**config.mk**
```make
export PLATFORM = sky130hd
export DESIGN_NAME = uotg_irq
export DESIGN_NICKNAME = d
export VERILOG_FILES = /design/src/logic/uotg_irq.v
export VERILOG_INCLUDE_DIRS = /design/src /design/src/logic
export SDC_FILE = /design/constraint.sdc
export NUM_CORES = 1
export LEC_CHECK = 0
export ABC_AREA = 1
export BUFFER_PORTS_ARGS = -buffer_cell sky130_fd_sc_hd__buf_2
export CORE_ASPECT_RATIO = 1.1
export CORE_MARGIN = 5
export CORE_UTILIZATION = 50
export DETAILED_ROUTE_END_ITERATION = 8
export GPL_TIMING_DRIVEN = 0
export PLACE_DENSITY_LB_ADDON = 0.08
export SETUP_SLACK_MARGIN = 0.05
export SLEW_MARGIN = 20
export SYNTH_ARGS = -nofsm -noshare
export SYNTH_HDL_FRONTEND = slang
export SYNTH_SLANG_ARGS = --single-unit
```
**constraint.sdc**
```tcl
create_clock -name i_sys_clk -period 1.45 [get_ports i_sys_clk]
set_input_delay 0.2175 -clock i_sys_clk [delete_from_list [all_inputs] [get_ports i_sys_clk]]
set_output_delay 0.2175 -clock i_sys_clk [all_outputs]
set_load 0.02 [all_outputs]
```
**src/logic/uotg_defs.vh**
```
// Constants for the USB OTG interrupt flag and enable block.
// Assumes a plain register port with byte addresses, 32-bit data.
`ifndef UOTG_DEFS_VH
`define UOTG_DEFS_VH

// Register byte addresses
`define UOTG_ADDR_EVENT 8'h00
`define UOTG_ADDR_EVMASK 8'h04
`define UOTG_ADDR_ENABLE 8'h08
`define UOTG_ADDR_USBSTAT 8'h0C

// Event register bit positions
`define UOTG_BIT_ID 7
`define UOTG_BIT_MS 6
`define UOTG_BIT_LSTATE 5
`define UOTG_BIT_ACTV 4
`define UOTG_BIT_SESVD 3
`define UOTG_BIT_SESEND 2
`define UOTG_BIT_VBUSVD 0
`define UOTG_EVENT_IMPL 8'hFD

// Enable register bit positions
`define UOTG_BIT_STALL 7
`define UOTG_BIT_ATTACH 6
`define UOTG_BIT_RESUME 5
`define UOTG_BIT_IDLE 4
`define UOTG_BIT_TOKEN 3
`define UOTG_BIT_SOF 2
`define UOTG_BIT_UERR 1
`define UOTG_BIT_RST 0

// Reset values
`define UOTG_RST_BYTE 8'h00

// Timing: 1 ms at 25 MHz (40 ns period)
`define UOTG_MS_NS 1000000
`define UOTG_CLK_NS 40
`define UOTG_MS_CYCLES (`UOTG_MS_NS / `UOTG_CLK_NS)
`define UOTG_CNT_W 15

`endif

```
**src/logic/uotg_irq.v**
```verilog
// USB OTG event flags, USB interrupt enables and summary interrupts.
// Assumes single-cycle strobes from a master on i_sys_clk, and raw
// line/VBUS inputs that are asynchronous to it.
//
// The plain strobed port and the address map are this design's own decisions.
`default_nettype none
`include "uotg_defs.vh"

// Summary of operation
// - ID pin change sets event bit 7.
// - Each 1 ms timer expiry sets event bit 6.
// - Line state stable 1 ms and new sets event bit 5.
// - Wake activity on D+, D-, ID or VBUS sets event bit 4.
// - VBUS falling below session end sets event bit 3.
// - Any change on session end input sets event bit 2.
// - Any change on session valid input sets event bit 0.
// - Only hardware sets flags; writing one clears, zero keeps.
// - Bits 31-8 read zero in both registers; event bit 1 reads zero.
// - Enable bit 7 gates the stall interrupt.
// - Enable bit 6 gates the attach interrupt.
// - Enable bit 5 gates the resume interrupt.
// - Enable bit 4 gates the idle-detect interrupt.
// - Enable bit 3 gates the token-done interrupt.
// - Enable bit 2 gates the start-of-frame interrupt.
// - Error interrupt reaches summary only with enable bit 1 set.
// - Enable bit 0 gates bus reset as device, detach as host.
// - Enable bits are read/write and reset to zero.
module uotg_irq (
    // Clock and reset
    input wire i_sys_clk,
    input wire i_rst,
    // Register port
    input wire [7:0] i_addr,
    input wire [31:0] i_wdata,
    input wire i_wr,
    input wire i_rd,
    output reg [31:0] o_rdata,
    // OTG line and VBUS detectors, asynchronous
    input wire i_id_pin,
    input wire [1:0] i_line_state,
    input wire i_wake_activity,
    input wire i_session_end,
    input wire i_session_valid,
    input wire i_vbus_below_end,
    // USB core event pulses, same clock
    input wire i_stall_evt,
    input wire i_attach_evt,
    input wire i_resume_evt,
    input wire i_idle_evt,
    input wire i_token_done_evt,
    input wire i_frame_start_evt,
    input wire i_usb_error_evt,
    input wire i_bus_reset_evt,
    input wire i_detach_evt,
    input wire i_host_mode,
    // Interrupt outputs
    output reg o_otg_irq,
    output reg o_usb_summary_irq
);

    // Read data masked to the implemented bits of a register
    function [31:0] uotg_rd_word;
        input [7:0] value;
        input [7:0] impl;
        begin
            uotg_rd_word = {24'h00_0000, value & impl};
        end
    endfunction

    // Two-flop synchronisers: stage one is read only by stage two
    reg [6:0] sync_a;
    reg [6:0] sync_b;
    always @(posedge i_sys_clk) begin
        if (i_rst) begin
            sync_a <= 7'h00;
            sync_b <= 7'h00;
        end else begin
            sync_a <= {i_id_pin, i_line_state, i_wake_activity,
                       i_session_end, i_session_valid, i_vbus_below_end};
            sync_b <= sync_a;
        end
    end

    wire s_id = sync_b[6];
    wire [1:0] s_line = sync_b[5:4];
    wire s_wake = sync_b[3];
    wire s_send = sync_b[2];
    wire s_svalid = sync_b[1];
    wire s_below = sync_b[0];

    // Previous synchronised levels for edge detection
    reg [5:0] prev;
    reg [1:0] fill_cnt;
    always @(posedge i_sys_clk) begin
        if (i_rst) begin
            prev <= 6'h00;
            fill_cnt <= 2'h0;
        end else begin
            prev <= {s_id, s_wake, s_send, s_svalid, s_below, 1'b0};
            if (fill_cnt != 2'h3) begin
                fill_cnt <= fill_cnt + 2'h1;
            end
        end
    end

    // Edges are masked until both sync stages and prev hold real pin
    // levels (three edges), otherwise a strap-high pin fakes a change.
    wire prev_valid = (fill_cnt == 2'h3);
    wire id_chg = prev_valid & (s_id ^ prev[5]);
    wire wake_rise = prev_valid & s_wake & ~prev[4];
    wire send_chg = prev_valid & (s_send ^ prev[3]);
    wire svalid_chg = prev_valid & (s_svalid ^ prev[2]);
    wire below_rise = prev_valid & s_below & ~prev[1];

    reg [`UOTG_CNT_W-1:0] ms_cnt;
    reg ms_tick;
    always @(posedge i_sys_clk) begin
        if (i_rst) begin
            ms_cnt <= {`UOTG_CNT_W{1'b0}};
            ms_tick <= 1'b0;
        end else if (ms_cnt == `UOTG_MS_CYCLES - 1) begin
            ms_cnt <= {`UOTG_CNT_W{1'b0}};
            ms_tick <= 1'b1;
        end else begin
            ms_cnt <= ms_cnt + 1'b1;
            ms_tick <= 1'b0;
        end
    end

    // line state stability filter
    // Restarts on every line change; reports once per new stable state.
    reg [1:0] line_seen;
    reg [1:0] line_stable;
    reg [`UOTG_CNT_W-1:0] line_cnt;
    reg line_evt;
    always @(posedge i_sys_clk) begin
        if (i_rst) begin
            line_seen <= 2'h0;
            line_stable <= 2'h0;
            line_cnt <= {`UOTG_CNT_W{1'b0}};
            line_evt <= 1'b0;
        end else begin
            line_seen <= s_line;
            line_evt <= 1'b0;
            if (s_line != line_seen) begin
                line_cnt <= {`UOTG_CNT_W{1'b0}};
            end else if (line_cnt != `UOTG_MS_CYCLES - 1) begin
                line_cnt <= line_cnt + 1'b1;
            end else if (line_seen != line_stable) begin
                line_stable <= line_seen;
                line_evt <= 1'b1;
            end
        end
    end

    // Hardware set vector for the event register
    reg [7:0] evt_set;
    always @* begin
        evt_set = 8'h00;
        evt_set[`UOTG_BIT_ID] = id_chg;
        evt_set[`UOTG_BIT_MS] = ms_tick;
        evt_set[`UOTG_BIT_LSTATE] = line_evt;
        evt_set[`UOTG_BIT_ACTV] = wake_rise;
        evt_set[`UOTG_BIT_SESVD] = below_rise;
        evt_set[`UOTG_BIT_SESEND] = send_chg;
        evt_set[`UOTG_BIT_VBUSVD] = svalid_chg;
    end

    wire wr_event = i_wr & (i_addr == `UOTG_ADDR_EVENT);
    wire wr_evmask = i_wr & (i_addr == `UOTG_ADDR_EVMASK);
    wire wr_enable = i_wr & (i_addr == `UOTG_ADDR_ENABLE);
    wire rd_usbstat = i_rd & (i_addr == `UOTG_ADDR_USBSTAT);

    reg [7:0] otg_event_flags;
    reg [7:0] otg_event_mask;
    always @(posedge i_sys_clk) begin
        if (i_rst) begin
            otg_event_flags <= `UOTG_RST_BYTE;
            otg_event_mask <= `UOTG_RST_BYTE;
        end else begin
            otg_event_flags <= ((otg_event_flags &
                ~(wr_event ? i_wdata[7:0] : 8'h00)) | evt_set)
                & `UOTG_EVENT_IMPL;
            if (wr_evmask) begin
                otg_event_mask <= i_wdata[7:0] & `UOTG_EVENT_IMPL;
            end
        end
    end

    reg [7:0] usb_irq_enable_mask;
    always @(posedge i_sys_clk) begin
        if (i_rst) begin
            usb_irq_enable_mask <= `UOTG_RST_BYTE;
        end else if (wr_enable) begin
            usb_irq_enable_mask <= i_wdata[7:0];
        end
    end

    // Bit 0 source follows the role: bus reset as device, detach as host
    reg [7:0] usb_set;
    always @* begin
        usb_set = 8'h00;
        usb_set[`UOTG_BIT_STALL] = i_stall_evt;
        usb_set[`UOTG_BIT_ATTACH] = i_attach_evt;
        usb_set[`UOTG_BIT_RESUME] = i_resume_evt;
        usb_set[`UOTG_BIT_IDLE] = i_idle_evt;
        usb_set[`UOTG_BIT_TOKEN] = i_token_done_evt;
        usb_set[`UOTG_BIT_SOF] = i_frame_start_evt;
        usb_set[`UOTG_BIT_UERR] = i_usb_error_evt;
        usb_set[`UOTG_BIT_RST] = i_host_mode ? i_detach_evt
                                             : i_bus_reset_evt;
    end

    // Sticky USB event status, cleared by a read; set wins over clear
    reg [7:0] usb_status;
    always @(posedge i_sys_clk) begin
        if (i_rst) begin
            usb_status <= `UOTG_RST_BYTE;
        end else begin
            usb_status <= (rd_usbstat ? 8'h00 : usb_status) | usb_set;
        end
    end

    // per-source gating by the enable register
    wire [7:0] usb_pending = usb_status & usb_irq_enable_mask;

    always @(posedge i_sys_clk) begin
        if (i_rst) begin
            o_usb_summary_irq <= 1'b0;
            o_otg_irq <= 1'b0;
        end else begin
            o_usb_summary_irq <= |usb_pending;
            o_otg_irq <= |(otg_event_flags & otg_event_mask);
        end
    end

    // read mux, unimplemented bits zero, unmapped reads zero
    always @(posedge i_sys_clk) begin
        if (i_rst) begin
            o_rdata <= 32'h0000_0000;
        end else if (i_rd) begin
            case (i_addr)
                `UOTG_ADDR_EVENT:
                    o_rdata <= uotg_rd_word(otg_event_flags,
                                            `UOTG_EVENT_IMPL);
                `UOTG_ADDR_EVMASK:
                    o_rdata <= uotg_rd_word(otg_event_mask,
                                            `UOTG_EVENT_IMPL);
                `UOTG_ADDR_ENABLE:
                    o_rdata <= uotg_rd_word(usb_irq_enable_mask, 8'hFF);
                `UOTG_ADDR_USBSTAT:
                    o_rdata <= uotg_rd_word(usb_status, 8'hFF);
                default:
                    o_rdata <= 32'h0000_0000;
            endcase
        end else begin
            o_rdata <= 32'h0000_0000;
        end
    end

endmodule // uotg_irq
`default_nettype wire

```
Word level (Yosys, flattened, before mapping)
Cells that the tools add are included.
{"block": "totals", "reg_bits": 122}
{"block": "op_classes", "n_addsub": 3, "n_eq_ne": 9, "muxes": 6, "bitwise": 25, "n_reduce_logical": 8}
{"operator": "$pmux W8 S4", "n": 1}
{"operator": "$add A15 B1 Y15 const B", "n": 2}
{"operator": "$and A8 B8 Y8", "n": 3}
{"operator": "$eq A8 B4 Y1 const B", "n": 2}
{"operator": "$mux W8", "n": 2}
{"operator": "$or A8 B8 Y8", "n": 2}
{"operator": "$reduce_or A8 Y1", "n": 2}
{"operator": "$eq A15 B15 Y1 const B", "n": 1}
{"operator": "$ne A15 B15 Y1 const B", "n": 1}
{"operator": "$and A1 B1 Y1", "n": 11}
{"operator": "$eq A8 B3 Y1 const B", "n": 1}
{"operator": "$logic_not A8 Y1", "n": 1}
{"operator": "$not A8 Y8", "n": 1}
{"operator": "$reduce_or A2 Y1", "n": 3}
{"operator": "$not A1 Y1", "n": 5}
{"operator": "$ne A2 B2 Y1", "n": 2}
{"operator": "$mux W1", "n": 3}
{"operator": "$reduce_and A3 Y1", "n": 1}
{"operator": "$reduce_or A3 Y1", "n": 1}
{"operator": "$xor A1 B1 Y1", "n": 3}
{"operator": "$add A2 B1 Y2 const B", "n": 1}
{"operator": "$eq A2 B2 Y1 const B", "n": 1}
{"operator": "$ne A2 B2 Y1 const B", "n": 1}

Logic depth before layout (Yosys ltp)
{"block": "depth", "ltp_word": 6, "ltp_mapped": 9}

Worst setup path before layout
OpenSTA, ideal clock, no wires.
{"block": "synth_timing", "kind": "register to register", "startpoint": "register line_cnt[0]", "endpoint": "register line_cnt[8]", "setup_ns": 0.070, "arrival_time_ns": 1.213, "setup_slack_ns": 0.167, "path_stages_with_launch": 7, "period_less_slack_ns": 1.283, "path_cell_list": "dfxtp_1 -> ha_1 -> nand3_2 -> nor2_4 -> nand2_1 -> or2_0 -> a21oi_1"}
{"block": "synth_between", "elab_chain_len": 1, "word_cells_on_any_way": 2, "cone_classes": "1 x add/sub; 1 x eq/ne"}
{"item": "start, declared", "line": "uotg_irq.v:134", "source": "reg [`UOTG_CNT_W-1:0] line_cnt;"}
{"item": "start signal, assigned", "line": "uotg_irq.v:140", "source": "line_cnt <= {`UOTG_CNT_W{1'b0}};"}
{"item": "start signal, assigned", "line": "uotg_irq.v:146", "source": "line_cnt <= {`UOTG_CNT_W{1'b0}};"}
{"item": "start signal, assigned", "line": "uotg_irq.v:148", "source": "line_cnt <= line_cnt + 1'b1;"}
{"item": "$add A15 B1 Y15 or $ne A15 B15 Y1 (tied branches)", "line": "uotg_irq.v:148, uotg_irq.v:147"}
Parallel ways exist; a longest one is shown, timed or not.
A chain may end at the register's enable or synchronous reset.

Worst setup path after layout
{"block": "layout_timing", "startpoint": "register ms_cnt[0]", "endpoint": "register ms_cnt[3]"}
{"block": "layout_between", "elab_chain_len": 2, "word_cells_on_any_way": 3, "cone_classes": "1 x add/sub; 1 x eq/ne; 1 x reduce/logical"}
{"item": "start, declared", "line": "uotg_irq.v:115", "source": "reg [`UOTG_CNT_W-1:0] ms_cnt;"}
{"item": "start signal, assigned", "line": "uotg_irq.v:119", "source": "ms_cnt <= {`UOTG_CNT_W{1'b0}};"}
{"item": "start signal, assigned", "line": "uotg_irq.v:122", "source": "ms_cnt <= {`UOTG_CNT_W{1'b0}};"}
{"item": "start signal, assigned", "line": "uotg_irq.v:125", "source": "ms_cnt <= ms_cnt + 1'b1;"}
{"item": "branches (longest 2 deep; another with $add A15 B1 Y15)"}
Parallel ways; which one is timed is not known.

==> impl_metrics.toml <==
[worst_setup_path]
crit_type = "flop to flop"
critPathSlowestCell = "dfxtp_2"
reg2regPathDepth = 7
critPathMostFrequentCell = "nand2_2"
worstReg2RegEnd = "ms_cnt[3]"
r2r_slack_ps = 140
cp.required_ps = 1700
worstSetupEndpoint = "ms_cnt[3]"
cp-startpoint = "ms_cnt[0]"
cp.arrival_ps = 1560
reg2reg_from = "ms_cnt[0]"
path_cells = "ha_2, nand2_2, nor3_2, nand2_1, nand2_2, buf_6, nor2_1"
cp-end-kind = "flop"
crit_path_max_fanout = 10
crit_path_max_incr_delay_ps = 360
crit_path_start_kind = "flop"

[floorplan]
io_pins = 95
die_width_um = 99.5
rows = 36
core_um2 = 8740
die_h_um = 108
design.die.area_um2 = 10800
initial_core_util_pct = 50.4

[global_route]
grt_pass1_vias = 3616
grt_start_max_net_pins = 19
grt.overflow.total = 0
grt_usage_pct = 18.2
grt_first_pass_wirelength_mm = 16.0
antenna_found_initial = 0

[sta]
setup_tns_ps = 0
worstMarginPinSlew_ps = 616
finalCritPeriodShare_pct = 90.0
rsz0062_at_grt = "true"
setup_viol = 0
finClkSkew_ps = 11.3
slew_headroom_pct = 59.0
fmax_ghz = 0.766
finalHoldViolCount = 0
period_minus_slack_ps = 1310
maxSlewViolCount = 0

[power_and_ir_drop]
p_per_area_nw_per_um2 = 983
ir_drop_mv = 0.810
power.leakage_nw = 2.26

[finish]
drive_above_1_share_pct = 18.7
fin_cells = 809
nNetsFinal = 754
syn2layout_area_growth_pct = 17.2
num_antenna_cells = 0

[synthesis]
synthMuxAreaShare_pct = 0.227
synthAdderAreaFrac_pct = 0.852
yosys.area_share.simple_pct = 33.4
syn_area_per_cell_um2 = 7.28
synth_seq_cells = 97
synth_top_area_cell = "dfxtp_1"
async_flop_share_pct = 0
synth_top_family_by_area = "simple AND/OR/NAND/NOR gates"
synth-xor-area-share_pct = 2.19
synth-compound-area-share_pct = 7.87
synth_common_cells = "nand2_1 (112), nor2_1 (112), dfxtp_1 (97)"
synth_ff_type = "dfxtp_1"
synth.distinct_cells = 34
yosys_warnings = 0
synth_edf_count = 0
synthTopCellsByArea = "dfxtp_1 (44%), nand2_1 (9.5%), nor2_1 (9.5%)"
ys_seq_area_share_pct = 44.1
synth_top_area_share_pct = 44.1
syn-cell-area_um2 = 4400
synthCells = 605

[clocking]
cts_hold_buf = 0
ctsHtreeMaxLevel = 3
cts_max_path_buffers = 2
clkLatencyLatePin_ps = 360
numCtsBuffers = 9
cts_tree = "done"
cts_sinks = 97
clk_pin_slew_ps = 100
cts-root-buf = "clkbuf_8"

[routing]
vias = 3904
drt_iter0_drc = 82
ant_nets = 0
wl_mm = 9.43
drc_errors = 0
drt_first_pass_iters = 6
viasPerCell = 4.83
routedWlPerCell_um = 11.7

[placed_design]
dp.final_hpwl_mm = 7.14
place.gp.congestion = 0.866
dp.cells = 788
io_buffer_count = 46

[job]
cap_viol_max_count = 0

[worst_hold_path]
hold_path_class = "primary input to flop"

[status]
outcome = "completed"
==> cell usage in the layout, fill, tap and decap left out, types with 18 or more instances in the layout <==
cell type | Yosys | final
buf_2 | 2 | 48
inv_1 | 61 | 60
nor2_1 | 112 | 112
nand2_1 | 112 | 110
nand3_1 | 51 | 50
o21ai_0 | 18 | 18
a21oi_1 | 44 | 44
dfxtp_1 | 97 | 93
buf_4 | 28 | 33
conb_1 | 1 | 24
==> sequential cells by signal, summed over array words and instances (netlist names) <==
signal	cells
line_stable	2
ms_tick	1
sync_b	7
fill_cnt	2
o_rdata	8
prev	5
otg_event_mask	7
o_usb_summary_irq	1
o_otg_irq	1
usb_status	8
line_seen	2
line_cnt	15
otg_event_flags	7
ms_cnt	15
line_evt	1
sync_a	7
usb_irq_enable_mask	8
==> worst min path at each step <==
stage,depth (start not counted),slack [ps],start,end
2_1_floorplan,2,320,i_vbus_below_end,sync_a[0]
3_3_place_gp,2,390,sync_a[0],sync_b[0]
3_5_place_dp,2,400,sync_a[3],sync_b[3]
4_1_cts,3,30,i_session_valid,sync_a[1]
5_1_grt,3,40,i_vbus_below_end,sync_a[0]
6_report,3,50,i_id_pin,sync_a[6]
==> metrics by stage <==
step | total power, mW | setup WS, ps | hold WS, ps | cell area [µm²] | utilization (%)
final | 5.08 | 145 | 52.6 | 5160 | 59.1
after global routing | 5.32 | 17.1 | 37.6 | 5160 | 59.1
after CTS | 5.13 | 59.6 | 32.3 | 5110 | 58.5
after detailed placement | 3.27 | -27.0 | 395 | 4860 | 55.7
after global placement | 3.26 | 35.8 | 391 | 4860 | 55.7
after floorplan | 3.14 | 167 | 324 | 4490 | -
==> worst max-delay path, delay by kind of cell (launching register included) <==
family                     cells  cell delay (ps)
adders and majority gates      1              200
buffers and inverters          1              140
and+or+nand+nor                5              510
DFF                            1              360
==> routing by layer <==
metal  up-vias  share of wire [%]  global-route usage [%]
met5         -                  0                       0
met4         0                1.0                    5.66
met3         7                5.5                    3.74
met2        76                 51                    32.2
met1      1772                 43                    22.2
li1       2049                  -                       -
==> kinds of logic (layout without fill, tap and decap cells) <==
group,Yosys count,after routing
buffers and inverters,101,168
adders and majority gates,3,3
DFF,97,97
AOI/OAI and AO/OA,67,67
and+or+nand+nor,324,324
xor gates and xnor gates,11,11
other,1,24
muxes,1,1
==> power breakdown <==
part / internal, mW / total (mW) / switching [mW] / leakage (nW)
sequential: 2.74 / 2.79 / 0.0513 / 0.791
combinational: 0.174 / 0.436 / 0.262 / 1.37
clock: 0.836 / 1.85 / 1.01 / 0.101
==> layout make-up <==
cell class | instances | area [µm²]
buffer | 37 | 254
sequential | 97 | 1950
multi-input combinational | 430 | 2090
fill | 848 | 3580
tap | 114 | 143
timing repair buffer | 51 | 268
inverter | 64 | 243
clock buffer | 9 | 124
clock inverter | 7 | 87.6
==> what timing repair did <==
action                                  4_1_cts  5_1_grt
endpoints found under the setup margin       15       23
gates resized for setup                       4       11
pin swaps                                     2        2
setup buffers                                 3        2
(Power assumes the default switching activity.)
